**src/ebswc_map.vh**
```
// constants for the external bus strobe and wait-state controller
`ifndef EBSWC_MAP_VH
`define EBSWC_MAP_VH

// write_strobe_style_bit encodings
`define EBSWC_STYLE_ENABLE   1'b1
`define EBSWC_STYLE_STROBE   1'b0

// bus width select encodings
`define EBSWC_BUS_16         1'b1
`define EBSWC_BUS_8          1'b0

// field widths and lane positions
`define EBSWC_LIMIT_W        2
`define EBSWC_LANE_LO_MSB    7
`define EBSWC_LANE_HI_LSB    8
`define EBSWC_ADDR_MSB       15

// reset values
`define EBSWC_RST_STROBE_N   1'b1
`define EBSWC_RST_AD         16'h0000
`define EBSWC_RST_CNT        2'h0
`define EBSWC_RST_CLK_OUT    1'b0

// lane enables
`define EBSWC_OE_ALL         16'hffff
`define EBSWC_OE_NONE        16'h0000
`define EBSWC_OE_BYTE_ON     8'hff
`define EBSWC_OE_BYTE_OFF    8'h00

`endif

```
**src/ebswc_ctrl.v**
```verilog
// external bus controller: strobes, wait states and the address/data pins
`timescale 1ns/1ps
`include "ebswc_map.vh"

// Summary of operation
// byte-high enable on word and high-byte writes
// write-high strobe: high/word writes, all 8-bit writes
// style bit one selects enable, zero strobe
// sample ready on clock_output falls, wait while low
// stop waiting on ready high or limit
// only external accesses use ready
// bit 15 address-only on 8-bit, multiplexed 16-bit
// write-low strobe: low/word writes, all 8-bit writes
// enable mode: low pin is plain write strobe
// read strobe only in external read cycles
// wait counter cleared at each bus cycle start
module ebswc_ctrl (
    input  wire                        clk_sys,
    input  wire                        rstn,
    input  wire                        req_valid,
    input  wire                        req_write,
    input  wire                        req_ext,
    input  wire                        req_word,
    input  wire [15:0]                 req_addr,
    input  wire [15:0]                 req_wdata,
    input  wire                        bus16,
    input  wire                        write_strobe_style_bit,
    input  wire                        wait_limit_bit_lo,
    input  wire                        wait_limit_bit_hi,
    input  wire                        ready,
    input  wire [15:0]                 ad_in,
    output reg  [15:0]                 ad_out,
    output reg  [15:0]                 ad_oe,
    output reg                         ale,
    output reg                         clock_output,
    output reg                         rd_n,
    output reg                         low_strobe_pin_n,
    output reg                         high_strobe_pin_n,
    output reg                         busy,
    output reg                         done,
    output reg  [15:0]                 rdata
);

    localparam [4:0] ST_IDLE = 5'b00001;
    localparam [4:0] ST_ADDR = 5'b00010;
    localparam [4:0] ST_STRB = 5'b00100;
    localparam [4:0] ST_HOLD = 5'b01000;
    localparam [4:0] ST_INT  = 5'b10000;

    reg  [4:0]                 st;
    reg                        l_write;
    reg                        l_word;
    reg  [15:0]                l_addr;
    reg  [15:0]                l_wdata;
    reg                        l_bus16;
    reg                        l_style;
    reg  [`EBSWC_LIMIT_W-1:0]  l_limit;
    reg                        hi_phase;
    reg                        wclear;
    wire                       fall;
    wire                       wsample;
    wire                       whit;
    wire [15:0]                addr8;
    wire [7:0]                 wbyte;
    wire                       lane_lo16;
    wire                       lane_hi16;
    wire                       hi_en_on;
    wire                       wr_lo_on;
    wire                       wr_hi_on;

    // clock_output is high now, so this edge is its falling edge
    assign fall    = clock_output;
    assign wsample = st[2] & fall;

    // 8-bit bus: low address bit names the byte of this cycle
    assign addr8   = {l_addr[15:1], hi_phase};
    assign wbyte   = hi_phase ? l_wdata[15:8] : l_wdata[7:0];

    assign lane_lo16 = l_word | ~l_addr[0];
    assign lane_hi16 = l_word | l_addr[0];

    assign hi_en_on = l_write & (l_bus16 ? lane_hi16 : hi_phase);
    assign wr_lo_on = l_write & (l_bus16 ? lane_lo16 : 1'b1);
    assign wr_hi_on = l_write & (l_bus16 ? lane_hi16 : 1'b1);

    ebswc_wait ebswc_wait_i (
        .clk_sys (clk_sys),
        .rstn    (rstn),
        .clear   (wclear),
        .sample  (wsample),
        .ready   (ready),
        .limit   (l_limit),
        .hit     (whit),
        .count   ()
    );

    // free-running divide by two of the core clock
    always @(posedge clk_sys or negedge rstn) begin
        if (!rstn) begin
            clock_output <= `EBSWC_RST_CLK_OUT;
        end else begin
            clock_output <= ~clock_output;
        end
    end

    always @(posedge clk_sys or negedge rstn) begin
        if (!rstn) begin
            st                <= ST_IDLE;
            l_write           <= 1'b0;
            l_word            <= 1'b0;
            l_addr            <= `EBSWC_RST_AD;
            l_wdata           <= `EBSWC_RST_AD;
            l_bus16           <= `EBSWC_BUS_16;
            l_style           <= `EBSWC_STYLE_STROBE;
            l_limit           <= `EBSWC_RST_CNT;
            hi_phase          <= 1'b0;
            wclear            <= 1'b0;
            ad_out            <= `EBSWC_RST_AD;
            ad_oe             <= `EBSWC_OE_NONE;
            ale               <= 1'b0;
            rd_n              <= `EBSWC_RST_STROBE_N;
            low_strobe_pin_n  <= `EBSWC_RST_STROBE_N;
            high_strobe_pin_n <= `EBSWC_RST_STROBE_N;
            busy              <= 1'b0;
            done              <= 1'b0;
            rdata             <= `EBSWC_RST_AD;
        end else begin
            wclear <= 1'b0;
            done   <= 1'b0;
            case (st)
                ST_IDLE: begin
                    if (req_valid) begin
                        busy    <= 1'b1;
                        l_write <= req_write;
                        l_word  <= req_word;
                        l_addr  <= req_addr;
                        l_wdata <= req_wdata;
                        l_bus16 <= bus16;
                        l_style <= write_strobe_style_bit;
                        l_limit <= {wait_limit_bit_hi, wait_limit_bit_lo};
                        if (!req_ext) begin
                            // internal access: no pins move, ready not looked at
                            st <= ST_INT;
                        end else begin
                            st       <= ST_ADDR;
                            wclear   <= 1'b1;
                            ale      <= 1'b1;
                            ad_oe    <= `EBSWC_OE_ALL;
                            hi_phase <= ~bus16 & ~req_word & req_addr[0];
                            if (bus16) begin
                                ad_out <= req_addr;
                            end else begin
                                ad_out <= {req_addr[15:1], ~req_word & req_addr[0]};
                            end
                        end
                    end
                end
                ST_ADDR: begin
                    // address phase lasts until the next falling clock_output edge
                    if (fall) begin
                        st   <= ST_STRB;
                        ale  <= 1'b0;
                        rd_n <= l_write;
                        if (l_style == `EBSWC_STYLE_ENABLE) begin
                            low_strobe_pin_n  <= ~l_write;
                            high_strobe_pin_n <= ~hi_en_on;
                        end else begin
                            low_strobe_pin_n  <= ~wr_lo_on;
                            high_strobe_pin_n <= ~wr_hi_on;
                        end
                        if (l_bus16 == `EBSWC_BUS_16) begin
                            // bit 15 joins the data lanes here  //
                            ad_out <= l_wdata;
                            ad_oe  <= l_write ? `EBSWC_OE_ALL : `EBSWC_OE_NONE;
                        end else begin
                            // upper pins keep the address for the whole cycle  //
                            ad_out <= {addr8[15:8], wbyte};
                            ad_oe  <= {`EBSWC_OE_BYTE_ON,
                                       l_write ? `EBSWC_OE_BYTE_ON : `EBSWC_OE_BYTE_OFF};
                        end
                    end
                end
                ST_STRB: begin
                    // whit is only true on a falling edge with ready high or at limit
                    if (whit) begin
                        st                <= ST_HOLD;
                        rd_n              <= `EBSWC_RST_STROBE_N;
                        low_strobe_pin_n  <= `EBSWC_RST_STROBE_N;
                        high_strobe_pin_n <= `EBSWC_RST_STROBE_N;
                        if (!l_write) begin
                            if (l_bus16) begin
                                rdata <= ad_in;
                            end else if (hi_phase) begin
                                rdata[15:8] <= ad_in[7:0];
                            end else begin
                                rdata[7:0] <= ad_in[7:0];
                            end
                        end
                    end
                end
                ST_HOLD: begin
                    if (!l_bus16 && l_word && !hi_phase) begin
                        // 8-bit bus word: second cycle for the high byte
                        st       <= ST_ADDR;
                        hi_phase <= 1'b1;
                        wclear   <= 1'b1;
                        ale      <= 1'b1;
                        ad_oe    <= `EBSWC_OE_ALL;
                        ad_out   <= {l_addr[15:1], 1'b1};
                    end else begin
                        st    <= ST_IDLE;
                        busy  <= 1'b0;
                        done  <= 1'b1;
                        ad_oe <= `EBSWC_OE_NONE;
                    end
                end
                ST_INT: begin
                    st   <= ST_IDLE;
                    busy <= 1'b0;
                    done <= 1'b1;
                end
                default: begin
                    st <= ST_IDLE;
                end
            endcase
        end
    end

endmodule

```
**src/ebswc_wait.v**
```verilog
// wait-state counter for one external bus cycle
`timescale 1ns/1ps
`include "ebswc_map.vh"

module ebswc_wait (
    input  wire                        clk_sys,
    input  wire                        rstn,
    input  wire                        clear,
    input  wire                        sample,
    input  wire                        ready,
    input  wire [`EBSWC_LIMIT_W-1:0]   limit,
    output wire                        hit,
    output wire [`EBSWC_LIMIT_W-1:0]   count
);

    reg [`EBSWC_LIMIT_W-1:0] cnt;

    // strobe ends on ready high or once the count reaches the limit  //
    assign hit   = sample & (ready | (cnt == limit));
    assign count = cnt;

    always @(posedge clk_sys or negedge rstn) begin
        if (!rstn) begin
            cnt <= `EBSWC_RST_CNT;
        end else if (clear) begin
            cnt <= `EBSWC_RST_CNT;
        end else if (sample && !hit) begin
            cnt <= cnt + 1'b1;
        end
    end

endmodule
```
**config.mk**
```make
export PLATFORM = sky130hd
export DESIGN_NAME = ebswc_ctrl
export DESIGN_NICKNAME = d
export VERILOG_FILES = /design/src/ebswc_ctrl.v /design/src/ebswc_wait.v
export VERILOG_INCLUDE_DIRS = /design/src
export SDC_FILE = /design/constraint.sdc
export NUM_CORES = 1
export LEC_CHECK = 0
export BUFFER_PORTS_ARGS = -buffer_cell sky130_fd_sc_hd__buf_2
export CAP_MARGIN = 10
export CORE_ASPECT_RATIO = 0.75
export CORE_MARGIN = 1
export CORE_UTILIZATION = 40
export DETAILED_ROUTE_END_ITERATION = 6
export SETUP_SLACK_MARGIN = 0.1
export SLEW_MARGIN = 20
export SYNTH_ARGS = -nofsm -noshare
export SYNTH_HDL_FRONTEND = slang
export SYNTH_HIERARCHICAL = 1
export SYNTH_SLANG_ARGS = --single-unit
```
**constraint.sdc**
```tcl
create_clock -name clk_sys -period 3 [get_ports clk_sys]
set_input_delay 0.3 -clock clk_sys [delete_from_list [all_inputs] [get_ports clk_sys]]
set_output_delay 0.3 -clock clk_sys [all_outputs]
set_load 0.02 [all_outputs]
```
---- Yosys cells after proc, flatten, opt, wreduce, memory -nomap -nowiden ----
Cells that the tools add are included.
word-level totals
  word-level logic and storage cells ...... 132
  bits in registers ....................... 102
  output and inout bits ................... 55
cells by class
  add/sub/neg operators ................... 1
  eq/ne operators ......................... 13
  mux-type cells .......................... 56
  bitwise logic cells ..................... 19
  reductions and logical operators ........ 21
operators by type and width
  operator              number
  $mux W16              12
  $pmux W16 S3          2
  $mux W8               4
  $mux W1               22
  $mux W5               4
  $pmux W5 S4           1
  $reduce_and A4 Y1     4
  $ne A2 B2 Y1 const B  6
  $pmux W1 S2           6
  $reduce_and A3 Y1     3
  $and A1 B1 Y1         8
  $not A1 Y1            8
  $reduce_bool A2 Y1    4
  $mux W2               3
  $pmux W1 S3           2
  $reduce_bool A3 Y1    2
  $eq A5 B1 Y1 const B  1
  $eq A5 B2 Y1 const B  1
  $eq A5 B3 Y1 const B  1
  $eq A5 B4 Y1 const B  1
  $eq A5 B5 Y1 const B  1
  $reduce_and A5 Y1     1
  $logic_and A1 B1 Y1   3
  $logic_not A1 Y1      3
  5 further kinds       7

---- Logic depth before layout (Yosys ltp) ----
  depth after elaboration ................. 8
  depth in mapped cells ................... 7
  depth with buffers taken out ............ 6

---- By module ----
Netlist, hierarchy kept.
modules (own cells, without submodules)
  module      cells an instance  instances  area each (µm²)
  ebswc_ctrl  397                1          4136.5
  ebswc_wait  15                 1          151.4

---- Worst setup path before layout ----
Ideal clock, no wire load.
  path kind ............................... reg2reg
  start ................................... register st[3]
  end ..................................... register high_strobe_pin_n
  path slack .............................. 1.117 ns
  buffers on the path ..................... 1
  data required time ...................... 2.918 ns
  stages on the path, launching flop included .. 6
  arrival time ............................ 1.801 ns
  cells stage by stage .................... dfrtp_1 buf_6 or4_4 or2_4 a211oi_2 mux2_2
between the ends
  cells in the longest elaborated chain, start to end .. 3
  elaborated cells on any way between the ends .. 7
ends and longest elaborated chain
  what                                                         line              source
  from (decl)                                                  ebswc_ctrl.v:50   reg [4:0] st;
  from (signal assigned)                                       ebswc_ctrl.v:108  st <= ST_IDLE;
  from (signal assigned)                                       ebswc_ctrl.v:143  st <= ST_INT;
  from (signal assigned)                                       ebswc_ctrl.v:145  st <= ST_ADDR;
  $eq A5 B3 Y1 or $eq A5 B2 Y1 (tied branches)                 ebswc_ctrl.v:130  case (st)
  $ne A2 B1 Y1 (no source line), or another cell as far along  n/a
  $reduce_and A3 Y1 (no source line)                           n/a
  to (signal assigned)                                         ebswc_ctrl.v:123  high_strobe_pin_n <= `EBSWC_RST_STROBE_N;
  to (signal assigned)                                         ebswc_ctrl.v:166  high_strobe_pin_n <= ~hi_en_on;
  to (signal assigned)                                         ebswc_ctrl.v:169  high_strobe_pin_n <= ~wr_hi_on;
  to (decl)                                                    ebswc_ctrl.v:38   output reg high_strobe_pin_n,
Parallel ways exist; a longest one is shown, timed or not.
A chain may end at the register's enable or synchronous reset.

---- Worst setup path after layout ----
  start ................................... register l_limit[1]
  end ..................................... register rdata[5]
between the ends
  cells in the longest elaborated chain, start to end .. 4
ends and longest elaborated chain
  what                                line              source
  from (decl)                         ebswc_ctrl.v:57   reg [`EBSWC_LIMIT_W-1:0] l_limit;
  from (signal assigned)              ebswc_ctrl.v:115  l_limit <= `EBSWC_RST_CNT;
  from (signal assigned)              ebswc_ctrl.v:140  l_limit <= {wait_limit_bit_hi, wait_limit_bit_lo};
  $eq A2 B2 Y1                        ebswc_wait.v:19   assign hit = sample & (ready | (cnt == limit));
  $or A1 B1 Y1                        ebswc_wait.v:19
  $and A1 B1 Y1                       ebswc_wait.v:19
  named net whit                      ebswc_ctrl.v:62   wire whit;
  $reduce_and A4 Y1 (no source line)  n/a
  to (signal assigned)                ebswc_ctrl.v:126  rdata <= `EBSWC_RST_AD;
  to (signal assigned)                ebswc_ctrl.v:192  rdata <= ad_in;
  to (signal assigned)                ebswc_ctrl.v:196  rdata[7:0] <= ad_in[7:0];
  to (decl)                           ebswc_ctrl.v:41   output reg [15:0] rdata
The timed path passes the listed nets, and every way through them passes these cells.

==> summary.md <==
| Metric | Value |
|---|---|
| Initial antenna violation count | `1` |
| Synth Instances | `412` |
| Post-Layout Cell Count | `650` |
| Via density | `5.08` |
| Ports | `114` |
| Routed WL | `10500 um` |
| Synthesis Warnings | `6` |
| Slew headroom | `49.5%` |
| Vias | `3300` |
| Synth Flop Type | `dfrtp_1` |
| Global Route Usage Sum | `20.1%` |
| Cells on worst reg2reg path | `6` |
| Critical path cell sequence | `xnor2_1 -> a21oi_1 -> nor2b_1 -> nand3_2 -> nor3b_4 -> mux2_2` |
| Post-synthesis cell area | `0.00429 mm2` |
| Post-synthesis compound-gate area fraction | `9.37%` |
| Syn nets | `471` |
| Layout cells sized above 1 | `39.5%` |
| Power Dens Cells | `938 mW/mm2` |
| Main combinational cell family by area after synthesis | `simple AND/OR/NAND/NOR gates` |
| Syn avg cell area | `10.4 um2` |
| Share of the synthesized area in the top cell type | `48.4%` |
| Leak | `2.61 nW` |
| Status | `complete, no violations` |
| Worst-Skew Late Latency | `340 ps` |
| Highest metal layer with signal wires | `met4` |
| Synthesized-area fraction occupied by adder cells | `0%` |
| Max-slew violation count | `0` |
| # port buffers | `113` |
| Metal3 WL | `513 um` |
| Initial Util | `41.3%` |
| Post-synthesis sequential area ratio | `51.5%` |
| Synth top area cells | `dfrtp_1, mux2_2, nand2_1` |
| Num CTS Buffers | `9` |
| Final net count | `568` |
| Peak VDD IR | `0.351 mV` |
| CTS max path bufs | `2` |
| Diodes inserted | `0` |
| Reg clk slew, reported paths | `60 ps` |
| CP max stage delay | `530 ps` |
| GP Congestion | `0.787` |
| Worst setup EP type | `flop` |
| Final TNS setup | `0 ps` |
| Die height | `91.7 um` |
| H-tree levels | `3` |
| RSZ-0062 raised after global routing | `no` |
| 1st-iter DRT viols | `221` |
| Fin crit period | `2320 ps` |
| Initial DRT Pass Iterations | `5` |
| Reg2reg start | `l_limit[1]` |
| Leading area contributor after synthesis | `dfrtp_1` |
| Post-synthesis mux area share | `13.8%` |
| Yosys reg bits | `88` |
| First-pass GRT wire length | `16900 um` |
| CORE AREA | `0.0104 mm2` |
| Avg WL per Cell | `16.1 um` |
| Die area | `0.0111 mm2` |
| Crit path arrival time | `2540 ps` |
| Critical Path Fanout Max | `8` |
| Number of global-route vias before repair | `3164` |
| # rows | `32` |
| Crit start category | `flop` |
| Hold Crit Class | `input pin to flop` |
| Upper clock frequency limit | `431 MHz` |
| Postcts setup bufs | `0` |
| Simple logic cell fraction of the synthesized area | `18.1%` |
| Metal1 wirelength | `5350 um` |
| # setup viols final | `0` |
| Data required, critical path | `3230 ps` |
| Sink Count | `88` |
| Power Total | `0.00492 W` |
| Crit share post-route | `77.3%` |
| P&R area growth vs syn | `22.2%` |
| Max-cap violations | `0` |
| HPWL after DPL | `7470 um` |
| Crit path depth | `6` |
| CTS tree | `done` |
| Worst-margin pin slew | `739 ps` |
| Grt total ovfl | `0` |
| DP Cell Count | `633` |
| Min-delay src | `req_wdata[1]` |
| Critical path type | `flop to flop` |
| R2r endpoint | `rdata[5]` |
| Crit-path leading delay family | `simple AND/OR/NAND/NOR gates` |
| Hold Crit Depth | `3` |
| XOR/XNOR share of the synthesized area | `0.817%` |
| Share of flip-flops with an asynchronous set or reset | `100%` |
| Remaining routing DRC violations | `0` |
| Number of synthesized flops with an enable pin | `0` |
| Die W | `122 um` |
| Largest net degree at the start of global routing | `43` |
| R2R Setup Slk | `680 ps` |
| Buffers and inverters on the worst path | `0` |
| Met2 WL | `4540 um` |
| CTS Root Cell | `clkbuf_16` |
| CP Capture Point | `rdata[5]` |
| Worst Skew | `8.18 ps` |
| Critical Path Start | `l_limit[1]` |
| Final ANT Viol Nets | `0` |
| Final Hold Vio Count | `0` |
| Library cells used by synthesis | `52` |
| Critical path's slowest cell | `nor3b_4` |
## cell usage in the layout (no fill, tap or decap), types with 3 or more instances in the layout
cell type,count
a21oi_1,6
clkbuf_16,9
buf_2,112
a211o_1,3
nor2_1,10
o21ai_0,17
nand2b_1,4
xnor2_1,4
a221o_1,8
dfstp_2,5
o211ai_1,7
inv_1,15
nor3_1,10
nor2b_1,4
mux2i_1,8
bufinv_16,4
mux2_2,44
buf_4,8
dfrtp_1,83
nand2_1,103
nand3_1,10
## kinds of logic (layout without fill, tap and decap cells)
family | count (synthesis) | count (layout)
and+or+nand+nor | 162 | 162
buffers and inverters | 50 | 152
AOI/OAI and AO/OA | 55 | 55
muxes | 53 | 53
xor gates and xnor gates | 4 | 4
DFF | 88 | 88
## what timing repair did
item | CTS | global route
hold endpoints to repair | 37 | 0
resized for setup | 0 | 0
hold buffers | 1 | 0
## flip-flops by register name, indices dropped and copies added, names as in the netlist, 2 cells and up
name / count
ebswc_wait_i/count: 2
rdata: 16
st: 5
ad_out: 16
l_wdata: 16
l_limit: 2
l_addr: 16
ad_oe: 2
## synth_stat cells, drive strengths merged (2+ instances only)
cell,number
a211oi,2
dfstp,5
nand3,12
nor3,13
clkbuf,8
inv,15
o21ai,17
nand2b,5
mux2i,8
o211ai,7
dfrtp,83
nor2b,4
buf,27
a221o,8
mux2,45
nand3b,2
xnor2,4
or3b,2
a21oi,7
nor2,10
nand2,103
a21bo,2
a211o,3
o22ai,2
## how the worst min path moves through the flow
stage,slack [ps],end
CTS,130,l_write
detailed placement,320,ad_out[1]
global placement,320,ad_out[1]
global route,150,l_wdata[1]
finish,150,l_wdata[1]
floorplan,4,ad_oe[14]
## worst min-delay path, stage by stage
cell and delay [ps]:
buf_2 70, nand2_1 40, nand2_1 40
## layer usage
layer	global-route usage (%)	vias to the layer above
li1	-	1592
met1	30.8	1622
met2	27.8	81
met3	4.98	5
met4	5.25	0
met5	0	-
## where the power goes
part,total [W],switching (W),internal [W]
clock,0.00138,0.000459,0.000918
combinational,0.00156,0.000904,0.000656
sequential,0.00198,0.000342,0.00164
total,0.00492,0.00170,0.00321
## final cells by class
cell class                      count  area (um2)
Tap cell                          136         170
Multi-Input combinational cell    274        1810
Fill cell                         978        5130
Sequential cell                    88        2210
Clock inverter                      6         130
Clock buffer                       10         239
Timing Repair Buffer              121         631
Inverter                           15        56.3
## per-stage QoR
step	instance area, um2	hold WS, ps	utilization, %	setup WS [ps]
after CTS	5240	133	50.5	691
after floorplan	4290	4.41	-	1120
final	5240	152	50.5	681
after detailed placement	4860	325	46.9	719
after global routing	5240	150	50.5	545
after global placement	4860	323	46.9	802
(Power assumes the default switching activity.)
